===== config.mk =====
export PLATFORM = sky130hd
export DESIGN_NAME = charge_cycle_supervisor
export DESIGN_NICKNAME = d
export VERILOG_FILES = /design/src/logic/charge_cycle_supervisor.v /design/src/logic/sec_tick.v /design/src/logic/fault_pulse.v
export VERILOG_INCLUDE_DIRS = /design/src /design/src/logic
export SDC_FILE = /design/constraint.sdc
export NUM_CORES = 1
export LEC_CHECK = 0
export BUFFER_PORTS_ARGS = -buffer_cell sky130_fd_sc_hd__buf_2
export CAP_MARGIN = 15
export CORE_ASPECT_RATIO = 1.4
export CORE_MARGIN = 1
export CORE_UTILIZATION = 30
export CTS_BUF_LIST = sky130_fd_sc_hd__clkbuf_4 sky130_fd_sc_hd__clkbuf_8 sky130_fd_sc_hd__clkbuf_16
export DETAILED_ROUTE_END_ITERATION = 12
export GPL_ROUTABILITY_DRIVEN = 0
export SYNTH_ARGS = -nofsm -noshare
export SYNTH_HDL_FRONTEND = slang
export SYNTH_SLANG_ARGS = --single-unit

===== constraint.sdc =====
create_clock -name I_CORE_CLK -period 6.18 [get_ports I_CORE_CLK]
set_clock_uncertainty 0.15 [all_clocks]
set_input_delay 0.309 -clock I_CORE_CLK [delete_from_list [all_inputs] [get_ports I_CORE_CLK]]
set_output_delay 0.309 -clock I_CORE_CLK [all_outputs]
set_load 0.02 [all_outputs]

===== src/logic/charge_supervisor_consts.vh =====
`ifndef CHARGE_SUPERVISOR_CONSTS_VH
`define CHARGE_SUPERVISOR_CONSTS_VH
// Core clock rate in hertz.
`define CLK_HZ 20000000
// Long safety timer length in seconds.
`define LONG_TIMER_SEC 1920
// Short safety timer length in seconds.
`define SHORT_TIMER_SEC 32
// Fault pulse length in microseconds.
`define FAULT_PULSE_US 128
// Fault pulse length in core clock cycles.
`define FAULT_PULSE_CYC ((`FAULT_PULSE_US * (`CLK_HZ / 1000000)))
// Cycles per second-tick.
`define SEC_TICK_CYC `CLK_HZ
// Regulation voltage code: 3.5 V plus 20 mV per step, six bits.
`define VREG_WIDTH 6
// Default regulation code, 3.54 V.
`define VREG_DEFAULT 6'h02
// Highest legal regulation code, 4.44 V.
`define VREG_MAX 6'h2f
// Input current limit codes.
`define ILIM_100MA 2'h0
`define ILIM_500MA 2'h1
`define ILIM_NONE 2'h3
// Fast charge current code width and default.
`define ICHG_WIDTH 4
`define ICHG_DEFAULT 4'h0
// Fault codes reported in the fault state field.
`define FAULT_NONE 3'h0
`define FAULT_TIMER 3'h6
// Charge phase codes.
`define PH_IDLE 3'h0
`define PH_SHORT 3'h1
`define PH_FAST 3'h2
`define PH_DONE 3'h3
`define PH_OFF 3'h4
`define PH_HIZ 3'h5
`endif


===== src/logic/charge_cycle_supervisor.v =====
`include "charge_supervisor_consts.vh"
module charge_cycle_supervisor #(
    parameter AUTO_CHARGE = 1,
    parameter LONG_SEC = `LONG_TIMER_SEC,
    parameter SHORT_SEC = `SHORT_TIMER_SEC,
    parameter SEC_CYCLES = `SEC_TICK_CYC,
    parameter PULSE_CYCLES = `FAULT_PULSE_CYC
) (
    // Clock and synchronous active-low reset; reset is supply power-on.
    input wire I_CORE_CLK,
    input wire I_RST_B,
    // Analog comparator results and pin inputs, asynchronous.
    input wire I_BAT_BELOW_SHORT,
    input wire I_BAT_BELOW_WEAK,
    input wire I_BAT_BELOW_RECHARGE,
    input wire I_BAT_AT_REG,
    input wire I_CURRENT_AT_TERM,
    input wire I_OTG_PIN,
    input wire I_INPUT_FAULT,
    // Host register port, same clock domain; write strobe with values.
    input wire I_HOST_WRITE,
    input wire I_HOST_STATUS_READ,
    input wire I_CHARGE_DISABLE,
    input wire I_PARAM_RESET,
    input wire I_TIMER_KICK,
    input wire I_TERM_ENABLE,
    input wire [`VREG_WIDTH-1:0] I_REG_VOLTAGE,
    input wire [1:0] I_INPUT_LIMIT,
    input wire [`ICHG_WIDTH-1:0] I_FAST_CURRENT,
    input wire I_STAT_ENABLE,
    // Settings applied to the analog loops.
    output reg [`VREG_WIDTH-1:0] O_REG_VOLTAGE,
    output reg [1:0] O_INPUT_LIMIT,
    output reg [`ICHG_WIDTH-1:0] O_FAST_CURRENT,
    output reg O_TERM_ENABLE,
    output reg O_CHARGE_DISABLE,
    output reg O_PARAM_RESET,
    output reg O_TIMER_KICK,
    // Charger control and status.
    output reg O_CHARGE_ON,
    output reg O_SHORT_CURRENT,
    output reg O_HIGH_Z,
    output reg [2:0] O_PHASE,
    output reg [2:0] O_FAULT_STATE,
    output reg O_SHORT_TIMER_MODE,
    // Open-drain status pin.
    output wire O_STAT,
    output wire O_STAT_OE
);
    // Synchroniser stages for asynchronous inputs.
    reg [6:0] sync1;
    reg [6:0] sync2;
    wire bat_short = sync2[0];
    wire bat_weak = sync2[1];
    wire bat_rch = sync2[2];
    wire bat_reg = sync2[3];
    wire cur_term = sync2[4];
    wire otg = sync2[5];
    wire in_fault = sync2[6];

    // Timer state.
    reg long_mode;
    reg [11:0] sec_count;
    reg boot_done;
    reg prev_disable;
    reg fault_latched;
    reg fault_pend;
    reg fault_event;
    wire tick;
    reg [2:0] next_phase;

    // Clamp a regulation code into the legal 3.5 V to 4.44 V span.
    function [`VREG_WIDTH-1:0] clamp_vreg;
        input [`VREG_WIDTH-1:0] code;
        begin
            if (code > `VREG_MAX) begin
                clamp_vreg = `VREG_MAX;
            end else begin
                clamp_vreg = code;
            end
        end
    endfunction

    // Two-stage synchroniser for comparator and pin inputs.
    // It keeps running through reset, so the boot rules see settled levels on release.
    always @(posedge I_CORE_CLK) begin
        sync1 <= {I_INPUT_FAULT, I_OTG_PIN, I_CURRENT_AT_TERM, I_BAT_AT_REG,
                  I_BAT_BELOW_RECHARGE, I_BAT_BELOW_WEAK, I_BAT_BELOW_SHORT};
        sync2 <= sync1;
    end

    sec_tick #(
        .CYCLES(SEC_CYCLES)
    ) u_tick (
        .i_clk(I_CORE_CLK),
        .i_rst_b(I_RST_B),
        .o_tick(tick)
    );

    // Events that start a new cycle.
    wire disable_toggle = I_HOST_WRITE && (I_CHARGE_DISABLE != prev_disable);
    wire reset_req = I_HOST_WRITE && I_PARAM_RESET;
    wire new_cycle = disable_toggle || reset_req;
    wire long_expire = long_mode && tick && (sec_count >= LONG_SEC - 1);
    wire short_expire = !long_mode && tick && (sec_count >= SHORT_SEC - 1);
    wire charging = (O_PHASE == `PH_SHORT) || (O_PHASE == `PH_FAST);

    // Settings registers; host writes, power-on boot and defaults restore.
    always @(posedge I_CORE_CLK) begin
        if (!I_RST_B) begin
            O_REG_VOLTAGE <= `VREG_DEFAULT;
            O_INPUT_LIMIT <= `ILIM_100MA;
            O_FAST_CURRENT <= `ICHG_DEFAULT;
            O_TERM_ENABLE <= 1'b0;
            O_CHARGE_DISABLE <= 1'b0;
            O_PARAM_RESET <= 1'b0;
            O_TIMER_KICK <= 1'b0;
            prev_disable <= 1'b0;
        end else if (!boot_done) begin
            // Weak battery without host control takes its limit from OTG.
            if (bat_weak && AUTO_CHARGE != 0) begin
                O_INPUT_LIMIT <= otg ? `ILIM_500MA : `ILIM_100MA;
            end
        end else if (short_expire || reset_req) begin
            O_REG_VOLTAGE <= `VREG_DEFAULT;
            O_INPUT_LIMIT <= `ILIM_100MA;
            O_FAST_CURRENT <= `ICHG_DEFAULT;
            O_TERM_ENABLE <= 1'b0;
            O_PARAM_RESET <= reset_req;
            O_TIMER_KICK <= I_HOST_WRITE && I_TIMER_KICK;
            if (reset_req) begin
                O_CHARGE_DISABLE <= I_CHARGE_DISABLE;
                prev_disable <= I_CHARGE_DISABLE;
            end
        end else if (I_HOST_WRITE) begin
            O_REG_VOLTAGE <= clamp_vreg(I_REG_VOLTAGE);
            O_INPUT_LIMIT <= I_INPUT_LIMIT;
            O_FAST_CURRENT <= I_FAST_CURRENT;
            O_TERM_ENABLE <= I_TERM_ENABLE;
            O_CHARGE_DISABLE <= I_CHARGE_DISABLE;
            prev_disable <= I_CHARGE_DISABLE;
            O_TIMER_KICK <= I_TIMER_KICK;
            O_PARAM_RESET <= 1'b0;
        end else begin
            // Self-clearing bits drop one cycle after they take effect.
            O_TIMER_KICK <= 1'b0;
            O_PARAM_RESET <= 1'b0;
        end
    end

    // Boot marker: one cycle after reset release the boot rules are applied.
    always @(posedge I_CORE_CLK) begin
        if (!I_RST_B) begin
            boot_done <= 1'b0;
        end else begin
            boot_done <= 1'b1;
        end
    end

    // Safety timers: long mode until a host write, then short mode until the short timer expires and long mode restarts.
    always @(posedge I_CORE_CLK) begin
        if (!I_RST_B) begin
            long_mode <= 1'b1;
            sec_count <= 12'h0;
        end else if (short_expire) begin
            long_mode <= 1'b1;
            sec_count <= 12'h0;
        end else if (I_HOST_WRITE && boot_done) begin
            long_mode <= 1'b0;
            if (long_mode || I_TIMER_KICK) begin
                sec_count <= 12'h0;
            end
        end else if (!charging) begin
            if (long_mode) begin
                sec_count <= 12'h0;
            end
        end else if (tick) begin
            sec_count <= sec_count + 12'h1;
        end
    end

    // Charge phase sequencing.
    always @* begin
        next_phase = O_PHASE;
        case (O_PHASE)
            `PH_IDLE: begin
                if (bat_weak && long_mode && AUTO_CHARGE == 0) begin
                    next_phase = `PH_HIZ;
                end else if (!O_CHARGE_DISABLE || (bat_weak && long_mode)) begin
                    next_phase = `PH_SHORT;
                end
            end
            `PH_SHORT: begin
                if (!bat_short) begin
                    next_phase = `PH_FAST;
                end
            end
            `PH_FAST: begin
                if (bat_short) begin
                    next_phase = `PH_SHORT;
                end else if (O_TERM_ENABLE && bat_reg && cur_term && !bat_rch) begin
                    next_phase = `PH_DONE;
                end
            end
            `PH_DONE: begin
                if (bat_rch) begin
                    next_phase = `PH_SHORT;
                end
            end
            `PH_HIZ: begin
                if (I_HOST_WRITE) begin
                    next_phase = `PH_IDLE;
                end
            end
            `PH_OFF: begin
                next_phase = `PH_OFF;
            end
            default: begin
                next_phase = `PH_IDLE;
            end
        endcase
        if (O_PHASE != `PH_OFF && O_PHASE != `PH_IDLE && O_PHASE != `PH_HIZ) begin
            if (O_CHARGE_DISABLE) begin
                next_phase = `PH_DONE;
            end
            if (new_cycle || short_expire) begin
                next_phase = `PH_IDLE;
            end
        end
        if (O_PHASE == `PH_DONE && new_cycle) begin
            next_phase = `PH_IDLE;
        end
        if (long_expire) begin
            next_phase = `PH_OFF;
        end
    end

    // Phase register and derived controls.
    always @(posedge I_CORE_CLK) begin
        if (!I_RST_B) begin
            O_PHASE <= `PH_IDLE;
            O_CHARGE_ON <= 1'b0;
            O_SHORT_CURRENT <= 1'b0;
            O_HIGH_Z <= 1'b0;
            O_SHORT_TIMER_MODE <= 1'b0;
        end else if (boot_done) begin
            O_PHASE <= next_phase;
            O_CHARGE_ON <= (next_phase == `PH_SHORT) || (next_phase == `PH_FAST);
            O_SHORT_CURRENT <= (next_phase == `PH_SHORT);
            O_HIGH_Z <= (next_phase == `PH_HIZ);
            O_SHORT_TIMER_MODE <= !long_mode;
        end
    end

    // Fault field: timer fault holds until power-on; others wait for a read.
    always @(posedge I_CORE_CLK) begin
        if (!I_RST_B) begin
            O_FAULT_STATE <= `FAULT_NONE;
            fault_latched <= 1'b0;
            fault_pend <= 1'b0;
            fault_event <= 1'b0;
        end else begin
            fault_event <= long_expire || (in_fault && !fault_pend && charging);
            if (long_expire) begin
                fault_latched <= 1'b1;
            end
            if (long_expire || (in_fault && charging)) begin
                fault_pend <= 1'b1;
                if (!fault_pend || long_expire) begin
                    O_FAULT_STATE <= long_expire ? `FAULT_TIMER : 3'h1;
                end
            end else if (I_HOST_STATUS_READ && !fault_latched) begin
                fault_pend <= 1'b0;
                O_FAULT_STATE <= `FAULT_NONE;
            end
        end
    end

    fault_pulse #(
        .CYCLES(PULSE_CYCLES)
    ) u_pulse (
        .i_clk(I_CORE_CLK),
        .i_rst_b(I_RST_B),
        .i_fault(fault_event),
        .i_charging_low(charging && I_STAT_ENABLE),
        .o_pin(O_STAT),
        .o_pin_oe(O_STAT_OE)
    );
endmodule


===== src/logic/sec_tick.v =====
`include "charge_supervisor_consts.vh"
// Divides the core clock down to a one-cycle pulse once per second.
module sec_tick #(
    parameter CYCLES = `SEC_TICK_CYC
) (
    // Clock and reset.
    input wire i_clk,
    input wire i_rst_b,
    // Tick output.
    output reg o_tick
);
    reg [31:0] count;

    // Count up and pulse when the count wraps.
    always @(posedge i_clk) begin
        if (!i_rst_b) begin
            count <= 32'h0;
            o_tick <= 1'b0;
        end else if (count >= CYCLES - 1) begin
            count <= 32'h0;
            o_tick <= 1'b1;
        end else begin
            count <= count + 32'h1;
            o_tick <= 1'b0;
        end
    end
endmodule


===== src/logic/fault_pulse.v =====
`include "charge_supervisor_consts.vh"
// Drives a low pulse on an open-drain status pin for a fixed number of cycles.
module fault_pulse #(
    parameter CYCLES = `FAULT_PULSE_CYC
) (
    // Clock and reset.
    input wire i_clk,
    input wire i_rst_b,
    // Fault event and charging indication.
    input wire i_fault,
    input wire i_charging_low,
    // Open-drain pin drive: output level and enable.
    output wire o_pin,
    output wire o_pin_oe
);
    reg [15:0] count;

    // Load the count on a fault and run it down to zero.
    always @(posedge i_clk) begin
        if (!i_rst_b) begin
            count <= 16'h0;
        end else if (i_fault) begin
            count <= CYCLES[15:0];
        end else if (count != 16'h0) begin
            count <= count - 16'h1;
        end
    end

    // The pin is only ever pulled low; released otherwise.
    assign o_pin = 1'b0;
    assign o_pin_oe = (count != 16'h0) || i_charging_low;
endmodule


==> results.md, run 1 <==
* Outcome: complete, no violations
* Sw Pwr at 0.4630 mW
* Most frequent cells in the layout: dfxtp_1, nor2_1, buf_2
* First-pass GRT wire length at 15100 um
* Final setup fails at 0
* Switch share at 28.37%
* Crit-path max cell delay at 450 ps
* GRT Residual Overflow at 0
* DIE WIDTH at 102.2 um
* Clock-pin slew on the worst setup and hold paths at 70 ps
* Area Overhead vs Synth at 19.35%
* Mapped Area at 0.004215 mm^2
* Vias in the first global route at 3320
* VDD IR max at 0.1218 mV
* Core Region at 0.01351 mm^2
* Post-Layout Inst Area at 0.005031 mm^2
* Die ar. at 0.01454 mm^2
* Period utilization at 41.30%
* Tmin final at 2552 ps
* YS warnings at 0
* Register-to-Register Path Depth at 6
* Maximum root-to-sink buffer count at 2
* CP max FO at 7
* Post-Syn Area per Cell at 8.969 um^2
* Starting Density at 31.19%
* Int Pwr at 1.169 mW
* Yosys top cell area share at 49.87%
* FMAX at 391.8 MHz
* Setup TNS at 0 ps
* Total GRT Usage at 13.12%
* Clk Latency, worst-skew pair at 350 ps
* RSZ-0062 raised after global routing: false
* Inserted Clock Buffers at 9
* Setup bufs post-CTS at 0
* Clock sinks at 105
* Startpoint Class: flop
* Row count at 50
* CTS Hold Bufs at 7
* N_diodes at 0
* Seq/Total Area, Yosys at 49.87%
* Post-DR wirelength/cell at 12.17 um
* Critical R2R Capture: sec_count[3]
* Worst slew pin tran at 874.2 ps
* Port Buf Inserts at 54
* Tightest Hold Check Type: in2reg
* Rel. slew slack at 41.18%
* Type of the worst setup path: reg2out
* Initial antenna violation count at 0
* Reg2Reg Setup Slack at 3740 ps
* Dpl hpwl at 6403 um
* Logic gate share of total power at 17.6%
* Synth Flop Type: dfxtp_1
* RR Startpoint: sec_count[0]
* Crit end category: output port
* Clock power frac at 35.7%
* DR DRC count at 0
* Library cells used by synthesis at 54
* CTS resizes at 0
* Asr flop ratio synth at 0%
* Area contributors post-synth: dfxtp_1, xor2_1, nor2_1
* Pins Over Slew Limit at 0
* Area leader, netlist: dfxtp_1
* Synthesized flop and latch total at 105
* Total power per unit cell area at 324.4 mW/mm^2
* EDFF count, synth at 0
* Slowest stage cell on the critical path: nor3_1
* Final hold violation count at 0
* Post-synthesis cell count at 470
* Vias/cell at 4.759
* CTS tree: yes
* Most common cell after layout, fill and taps aside: dfxtp_1
* Die Span Y at 142.3 um
* Vias after detailed routing at 3431
* Ports at 56
* Filler cells at 1430
* Layout cells sized above 1 at 14.66%
* Power Total at 1.632 mW
* Register share of total power at 46.7%
* H-tree depth at 3
* Max Cap Violations at 0
* Nets@finish at 565
* Final design utilization at 37.23%
* DR iter-0 viols at 150
* Worst hold stages at 3
* Required @ worst endpoint at 5720 ps
* Hold Path Sink: O_FAST_CURRENT[2]
* Leak at 1.945 nW
* Hold Crit Start: I_FAST_CURRENT[2]
* CP cell instances: nor3_1 > and2_1 > nand4_1 > a21o_1 > buf_2
* Final wirelength at 8775 um
* Largest net degree at the start of global routing at 26
* Clock root buffer: clkbuf_16
* Drt first pass iters at 4
* Placed inst area at 0.004651 mm^2
* Post-route ant nets at 0
* CP arrival at 2090 ps
==> how the worst max path moves through the flow <==
stage / slack [ps] / endpoint / cells after the start / startpoint
after floorplan: 4060 / sec_count[7] / 8 / O_PHASE[0]
after global placement: 3820 / sec_count[0] / 6 / sec_count[0]
after detailed placement: 3740 / sec_count[3] / 6 / sec_count[0]
after CTS: 3610 / O_STAT_OE / 5 / u_pulse.count[10]
after global routing: 3460 / O_STAT_OE / 4 / u_pulse.count[2]
final: 3630 / O_STAT_OE / 5 / u_pulse.count[10]
==> cells in the mapped netlist (all sizes together), types with 2 or more instances <==
library cell and n:
nor4 5, nand2 46, clkbuf 8, nand2b 4, dfxtp 105, or4 4
nand4 14, and2 7, a21oi 29, a211oi 4, inv 13, xnor2 10
mux2i 4, buf 7, ha 3, o21ai 15, a311oi 2, a31oi 4
o21a 2, and4 3, nor3 8, o211ai 2, o311ai 2, a21o 3
nand3b 2, a32oi 2, a211o 2, nor3b 2, o31ai 3, or3 2
and3 8, xor2 32, nor2 68, nand3 35
==> cell families after synthesis <==
| logic type | Yosys count | share of synthesized area (%) |
|---|---|---|
| multiplexers | 5 | 1.217 |
| other | 1 | 0.08896 |
| AO/OA/AOI/OAI | 76 | 11.40 |
| XOR/XNOR | 42 | 8.727 |
| flip-flops | 105 | 49.87 |
| AND/OR/NAND/NOR | 210 | 24.55 |
| adder cells (fa/ha/maj) | 3 | 0.8906 |
| buffers and inverters | 28 | 3.265 |
==> routing by layer <==
metal	GRT usage [%]	vias up	routed length, um
li1	-	1758	-
met1	15.35	1605	3867
met2	22.54	55	4436
met3	3.045	13	283
met4	5.714	0	188
met5	0	-	0
==> cell type report <==
class                      instances  area [um^2]  area share, %
sequential                       105         2102          41.78
multi-input combinational        344         2002          39.79
timing repair buffer              61        340.3          6.764
clock buffer                      10        239.0          4.750
tap                              182        227.7          4.526
clock inverter                     6        71.32          1.418
inverter                          13        48.80         0.9699
==> power groups by stage <==
| stage | combinational, mW | sequential [mW] | clock, mW |
|---|---|---|---|
| after floorplan | 0.218 | 0.777 | 0 |
| after global placement | 0.278 | 0.775 | 0 |
| after detailed placement | 0.285 | 0.778 | 0 |
| after CTS | 0.290 | 0.762 | 0.601 |
| after global routing | 0.328 | 0.769 | 0.630 |
| final | 0.287 | 0.763 | 0.582 |
==> through the flow <==
step	hold WS (ps)	setup slack, ps	cells
CTS	59.06	3606	721
global route	64.50	3460	721
finish	68.92	3628	721
floorplan	159.6	4062	477
detailed placement	162.1	3738	698
global placement	159.8	3821	698
==> worst max-delay path, delay by kind of cell (launching register included) <==
kind            cells  cell delay, ps
simple gates        3             990
compound gates      1             260
flops               1             350
buf+inv             1             150
==> flip-flops by register name (all words and copies together), names as in the netlist <==
signal / flops
u_tick.count: 32
u_pulse.count: 16
sec_count: 12
sync1: 7
sync2: 7
O_REG_VOLTAGE: 6
O_FAST_CURRENT: 4
O_PHASE: 3
O_FAULT_STATE: 2
O_INPUT_LIMIT: 2
O_CHARGE_ON: 1
O_HIGH_Z: 1
O_PARAM_RESET: 1
O_SHORT_CURRENT: 1
O_SHORT_TIMER_MODE: 1
O_TERM_ENABLE: 1
O_TIMER_KICK: 1
boot_done: 1
fault_event: 1
fault_latched: 1
fault_pend: 1
long_mode: 1
prev_disable: 1
u_tick.o_tick: 1
No activity file was read; power rests on OpenSTA's default activity.
==> inputs of run 2 (changes only) <==
==> constraint.sdc (replaced) <==
create_clock -name I_CORE_CLK -period 2.33 [get_ports I_CORE_CLK]
set_clock_uncertainty 0.15 [all_clocks]
set_input_delay 0.1165 -clock I_CORE_CLK [delete_from_list [all_inputs] [get_ports I_CORE_CLK]]
set_output_delay 0.1165 -clock I_CORE_CLK [all_outputs]
set_load 0.02 [all_outputs]
==> run 2 against run 1 <==
Effect of this change:
- sequential power rose to 2.6 times the previous value
- register-to-register slack lost 3500 ps
- clock power up 150%
- hold slack lost 46 ps
- total power grew to 2.7 times the previous value
- largest cell class unchanged
==> results.md, run 2 (synthesis results as in run 1) <==
* Critical R2R Capture: O_FAST_CURRENT[2]
* Reg2Reg Setup Slack at 230 ps
* Tmin final at 2130 ps
* Final WS setup at 199.8 ps
* Row count at 50
* Register-to-Register Path Depth at 8
* DRT met1 WL at 4135 um
* Vias after detailed routing at 3554
* Total GRT Usage at 13.74%
* Nets@finish at 599
* Core Region at 0.01351 mm^2
* Startpoint Class: flop
* Setup bufs post-CTS at 0
* Period utilization at 91.43%
* Die ar. at 0.01454 mm^2
* Inserted Clock Buffers at 9
* Pins Over Slew Limit at 0
* CP cell instances: nor4_4 > nand4_1 > a21o_1 > buf_2
* Layout cells sized above 1 at 17.45%
* Tightest Hold Check Type: in2reg
* CP max FO at 7
* Buf/Inv on CP at 1
* H-tree depth at 3
* DIE WIDTH at 102.2 um
* Crit-path max cell delay at 410 ps
* First-pass GRT wire length at 16080 um
* RSZ-0062 raised after global routing: false
* Most flops, register: u_tick.count
* Post-Layout Inst Area at 0.005348 mm^2
* Hold Path Sink: O_INPUT_LIMIT[0]
* Clock-pin slew on the worst setup and hold paths at 70 ps
* Crit end category: output port
* Hold Crit Start: I_INPUT_LIMIT[0]
* CTS tree: yes
* Drt first pass iters at 4
* Hold WS at 23.18 ps
* Worst hold stages at 5
* DR iter-0 viols at 126
* RR Startpoint: sec_count[0]
* Area Overhead vs Synth at 26.86%
* Placed inst area at 0.004778 mm^2
* Final setup fails at 0
* FMAX at 469.4 MHz
* Top Registers: u_tick.count: 32 flops, u_pulse.count: 16 flops, sec_count: 12 flops
* Vias/cell at 4.707
* CP arrival at 1860 ps
* Number of flip-flops under the largest register name at 32
* Post-route ant nets at 0
* Cell Count, Final, Fillers Out at 755
* DP Cell Count at 715
* Slowest stage cell on the critical path: nor4_4
* Most frequent cells in the layout: dfxtp_1, nor2_1, buf_2
* Leak at 2.112 nW
* Worst slack, placed at 162.7 ps
* Most common cell after layout, fill and taps aside: dfxtp_1
* Total power per unit cell area at 812.2 mW/mm^2
* GRT Residual Overflow at 0
* Clk Latency, worst-skew pair at 340 ps
* Outcome: complete, no violations
* Port Buf Inserts at 54
* N_diodes at 0
* Die Span Y at 142.3 um
* Ports at 56
* Max Cap Violations at 0
* Final hold violation count at 0
* Type of the worst setup path: reg2out
* Post-DR wirelength/cell at 12.31 um
* Maximum root-to-sink buffer count at 2
* VDD IR max at 0.3713 mV
* Routed wl met2 at 4771 um
* Metal3 WL at 273 um
* Vias in the first global route at 3532
* Required @ worst endpoint at 2060 ps
* Delay-heaviest family, CP: simple AND/OR/NAND/NOR gates
* Max Used Layer: met4
* Clock root buffer: clkbuf_16
* Final wirelength at 9297 um
* Clock sinks at 105
* Starting Density at 31.19%
* Initial antenna violation count at 0
* Largest net degree at the start of global routing at 26
* Dpl hpwl at 6491 um
* Setup TNS at 0 ps
* DR DRC count at 0
==> run 2: cell count changes in the layout (fill, tap and decap cells not counted), moves of 2 or more <==
cell	previous run	this run
nor3_2	0	2
nor4_4	0	2
dlygate4sd3_1	7	24
nor4_2	2	0
buf_4	0	17
nor3_1	8	6
==> run 2: worst max path at each step <==
stage | from | to | slack (ps) | cells after the start
detailed placement | sec_count[5] | O_REG_VOLTAGE[2] | 160 | 6
CTS | u_pulse.count[2] | O_STAT_OE | 40 | 4
floorplan | O_PHASE[0] | sec_count[7] | 210 | 8
global placement | sec_count[0] | sec_count[5] | 220 | 7
global route | u_pulse.count[2] | O_STAT_OE | 30 | 4
finish | u_pulse.count[2] | O_STAT_OE | 200 | 4
==> run 2: repair_timing <==
item                                    CTS  global route
endpoints found under the setup margin    0             7
hold endpoints to repair                 23             0
hold buffers                             24             0
gates resized for setup                   0             7
==> run 2: report_power, final <==
part | switching (mW) | internal [mW] | leakage, nW
Sequential | 0.110 | 1.91 | 0.860
Combinational | 0.479 | 0.392 | 1.11
Clock | 0.657 | 0.791 | 0.144
==> run 2: cell type report <==
type | instances | area (um^2)
Clock buffer | 11 | 252.7
Clock inverter | 5 | 37.54
Fill cell | 1376 | 8165
Inverter | 13 | 48.80
Multi-Input combinational cell | 344 | 2041
Sequential cell | 105 | 2102
Tap cell | 182 | 227.7
Timing Repair Buffer | 95 | 638.1
==> run 2: layer usage <==
metal / global-route usage, % / vias to the layer above
met2: 24.58 / 50
met5: 0 / -
met4: 4.286 / 0
met3: 3.094 / 9
li1: - / 1826
met1: 15.98 / 1669
==> run 2: metrics by stage <==
step                      power [mW]  utilization, %
after detailed placement       2.872           35.36
after global routing           4.609           39.57
final                          4.344           39.57
after global placement         2.847           35.36
after floorplan                2.639               -
after CTS                      4.354           39.29
==> run 2: worst reg2reg max path: stages, from the launching register on <==
cell      delay (ps)
dfxtp_1          360
ha_1             270
nand4_1          220
a311oi_2         240
buf_4            210
o21a_1           180
buf_4            150
nand3_1           80
a21oi_1          150
==> inputs of run 3 (changes only) <==
--- a/config.mk
+++ b/config.mk
@@ -6,6 +6,7 @@
 export SDC_FILE = /design/constraint.sdc
 export NUM_CORES = 1
 export LEC_CHECK = 0
+export ABC_AREA = 1
 export BUFFER_PORTS_ARGS = -buffer_cell sky130_fd_sc_hd__buf_2
 export CAP_MARGIN = 15
 export CORE_ASPECT_RATIO = 1.4
==> run 3 against run 2 <==
Effect of this change:
- sequential share of layout area decreased by 3.2 points
- maximum frequency is 0.62% lower
- clock power hardly changed
- sequential power is 5% higher
- area after synthesis rose by 14%
- critical path depth grew 7
- final cell count rose by 22%
- utilization shrank 2.3 points
- total power is 15% higher
- flip-flop and latch count did not move
- largest cell class is now multi-input gates
==> results.md, run 3 <==
* Ports at 56
* Buf/Inv on CP at 3
* Most common cell in the synthesized netlist: nand2_1
* Inserted Clock Buffers at 9
* Most flops, register: u_tick.count
* Area contributors post-synth: dfxtp_1, nand2_1, nor2_1
* CP cell instances: ha_1 > nand2_2 > inv_1 > nand2_1 > nand3_2 > nand2_4 > o21ai_2 > inv_4 > nand3b_1 > dlygate4sd3_1 > a21oi_1
* VDD IR max at 0.6232 mV
* Type of the worst setup path: reg2reg
* Seq/Total Area, Yosys at 43.65%
* Most frequent cells in the layout: nand2_1, dfxtp_1, nor2_1
* Final setup fails at 0
* Top Registers: u_tick.count: 32 flops, u_pulse.count: 16 flops, sec_count: 12 flops
* Crit-path max cell delay at 560 ps
* Tightest Hold Check Type: in2reg
* GRT Residual Overflow at 0
* YS warnings at 0
* Delay-heaviest family, CP: buffers and inverters
* Clk Latency, worst-skew pair at 350 ps
* Row count at 54
* Startpoint Class: flop
* Worst slew pin tran at 526.6 ps
* Final wirelength at 11420 um
* Total GRT Usage at 14.22%
* Rel. slew slack at 64.81%
* Clock-pin slew on the worst setup and hold paths at 70 ps
* Pins Over Slew Limit at 0
* Clock root buffer: clkbuf_16
* Post-DR wirelength/cell at 12.41 um
* Largest net degree at the start of global routing at 26
* Cell Count, Final, Fillers Out at 920
* Asr flop ratio synth at 0%
* Synth Flop Type: dfxtp_1
* Vias after detailed routing at 4190
* RSZ-0062 raised after global routing: false
* Commonest cells post-synth: nand2_1, dfxtp_1, nor2_1, inv_1, a21oi_1
* Area leader, netlist: dfxtp_1
* Synthesized flop and latch total at 105
* Vias/cell at 4.554
* Clock sinks at 105
* Layout cells sized above 1 at 17.82%
* First-pass GRT wire length at 18150 um
* EDFF count, synth at 0
* Number of flip-flops under the largest register name at 32
* Die Span Y at 151.9 um
* DR iter-0 viols at 187
* DP Cell Count at 876
* Post-Syn Area per Cell at 7.608 um^2
* DIE WIDTH at 109.1 um
* Setup TNS at 0 ps
* Final hold violation count at 0
* Tmin final at 2144 ps
* Crit end category: flop
* H-tree depth at 3
* CP arrival at 2280 ps
* Library cells used by synthesis at 48
* Initial antenna violation count at 0
* Vias in the first global route at 3939
* Yosys top cell area share at 43.65%
* Starting Density at 30.86%
* Post-route ant nets at 0
* Port Buf Inserts at 54
* DR DRC count at 0
* Post-synthesis cell count at 633
* Area Overhead vs Synth at 20.91%
* Final design utilization at 37.31%
* Period utilization at 92.00%
* Dpl hpwl at 8655 um
* CP max FO at 5
* Drt first pass iters at 5
* Total power per unit cell area at 856.2 mW/mm^2
* Outcome: complete, no violations
* CTS tree: yes
* Maximum root-to-sink buffer count at 2
* Slowest stage cell on the critical path: dlygate4sd3_1
* FMAX at 466.5 MHz
* N_diodes at 0
* Max Cap Violations at 0
* Core Region at 0.01561 mm^2
* Required @ worst endpoint at 2470 ps
* Die ar. at 0.01657 mm^2
* Leak at 2.513 nW
* Most common cell after layout, fill and taps aside: nand2_1
* Nets@finish at 751
* Mapped Area at 0.004816 mm^2
==> run 3: changes by cell type after synthesis, moves of 7 or more <==
cell     delta
a21oi_1    +19
inv_2      +10
o21ai_0     +8
nor2_1     +14
inv_1      +65
xor2_1     -15
nand2_1    +65
and2_1      -7
nand2_2     +8
==> run 3: worst reg2reg max path, stage by stage, from the launching register on <==
cell and delay (ps):
dfxtp_1 330, ha_1 210, nand2_2 100, inv_1 40
nand2_1 70, nand3_2 110, nand2_4 120, o21ai_2 100
inv_4 80, nand3b_1 70, dlygate4sd3_1 560, a21oi_1 120
==> run 3: final timing paths <==
kind	start	endpoint	slack, ps	depth (start not counted)
worst max-delay path	sec_count[1]	O_REG_VOLTAGE[4]	190	11
worst min-delay path	I_HOST_WRITE	sec_count[1]	100	4
worst max register to register	sec_count[1]	O_REG_VOLTAGE[4]	190	11
worst min register to register	sync1[4]	sync2[4]	180	0
==> run 3: timing repair <==
action,in CTS,in global routing
setup buffers,0,3
hold buffers,26,0
resized for setup,0,2
endpoints found under the setup margin,0,1
endpoints found under the hold margin,27,0
==> run 3: cell type report <==
class,count,area (um^2)
Timing Repair Buffer,84,560.5
Multi-Input combinational cell,432,2312
Clock buffer,10,239.0
Fill cell,1641,9784
Inverter,88,332.8
Tap cell,196,245.2
Sequential cell,105,2102
Clock inverter,5,31.28
==> run 3: logic make-up (layout without fill, tap and decap cells) <==
logic type | count (synthesis) | count (layout) | synth area share (%)
AOI/OAI and AO/OA | 92 | 92 | 11.15
xor gates and xnor gates | 23 | 23 | 4.183
adders and majority gates | 3 | 3 | 0.7795
buffers and inverters | 103 | 187 | 8.937
DFF | 105 | 105 | 43.65
other | 1 | 8 | 0.07787
and+or+nand+nor | 306 | 306 | 31.23
==> run 3: per-layer routing <==
layer | track usage [%] | wire length (um) | up-vias
met4 | 5.985 | 249 | 0
met5 | 0 | 0 | -
met3 | 3.604 | 441 | 18
li1 | - | - | 2204
met2 | 24.89 | 5824 | 62
met1 | 15.94 | 4904 | 1906
==> run 3: report_power, final <==
| group | switching (mW) | internal (mW) |
|---|---|---|
| sequential | 0.150 | 1.98 |
| clock | 0.674 | 0.746 |
| combinational | 0.904 | 0.535 |
| total | 1.73 | 3.26 |
==> run 3: per-stage QoR <==
step / hold slack (ps) / setup slack [ps] / area, um^2 / power (mW)
after global routing: 107.5 / 66.75 / 5823 / 5.318
after detailed placement: 73.16 / 291.5 / 5265 / 3.558
final: 98.78 / 186.4 / 5823 / 4.986
after CTS: 87.88 / 46.93 / 5796 / 5.034
after floorplan: -5.783 / 640.4 / 4842 / 3.244
after global placement: 70.20 / 333.4 / 5265 / 3.565
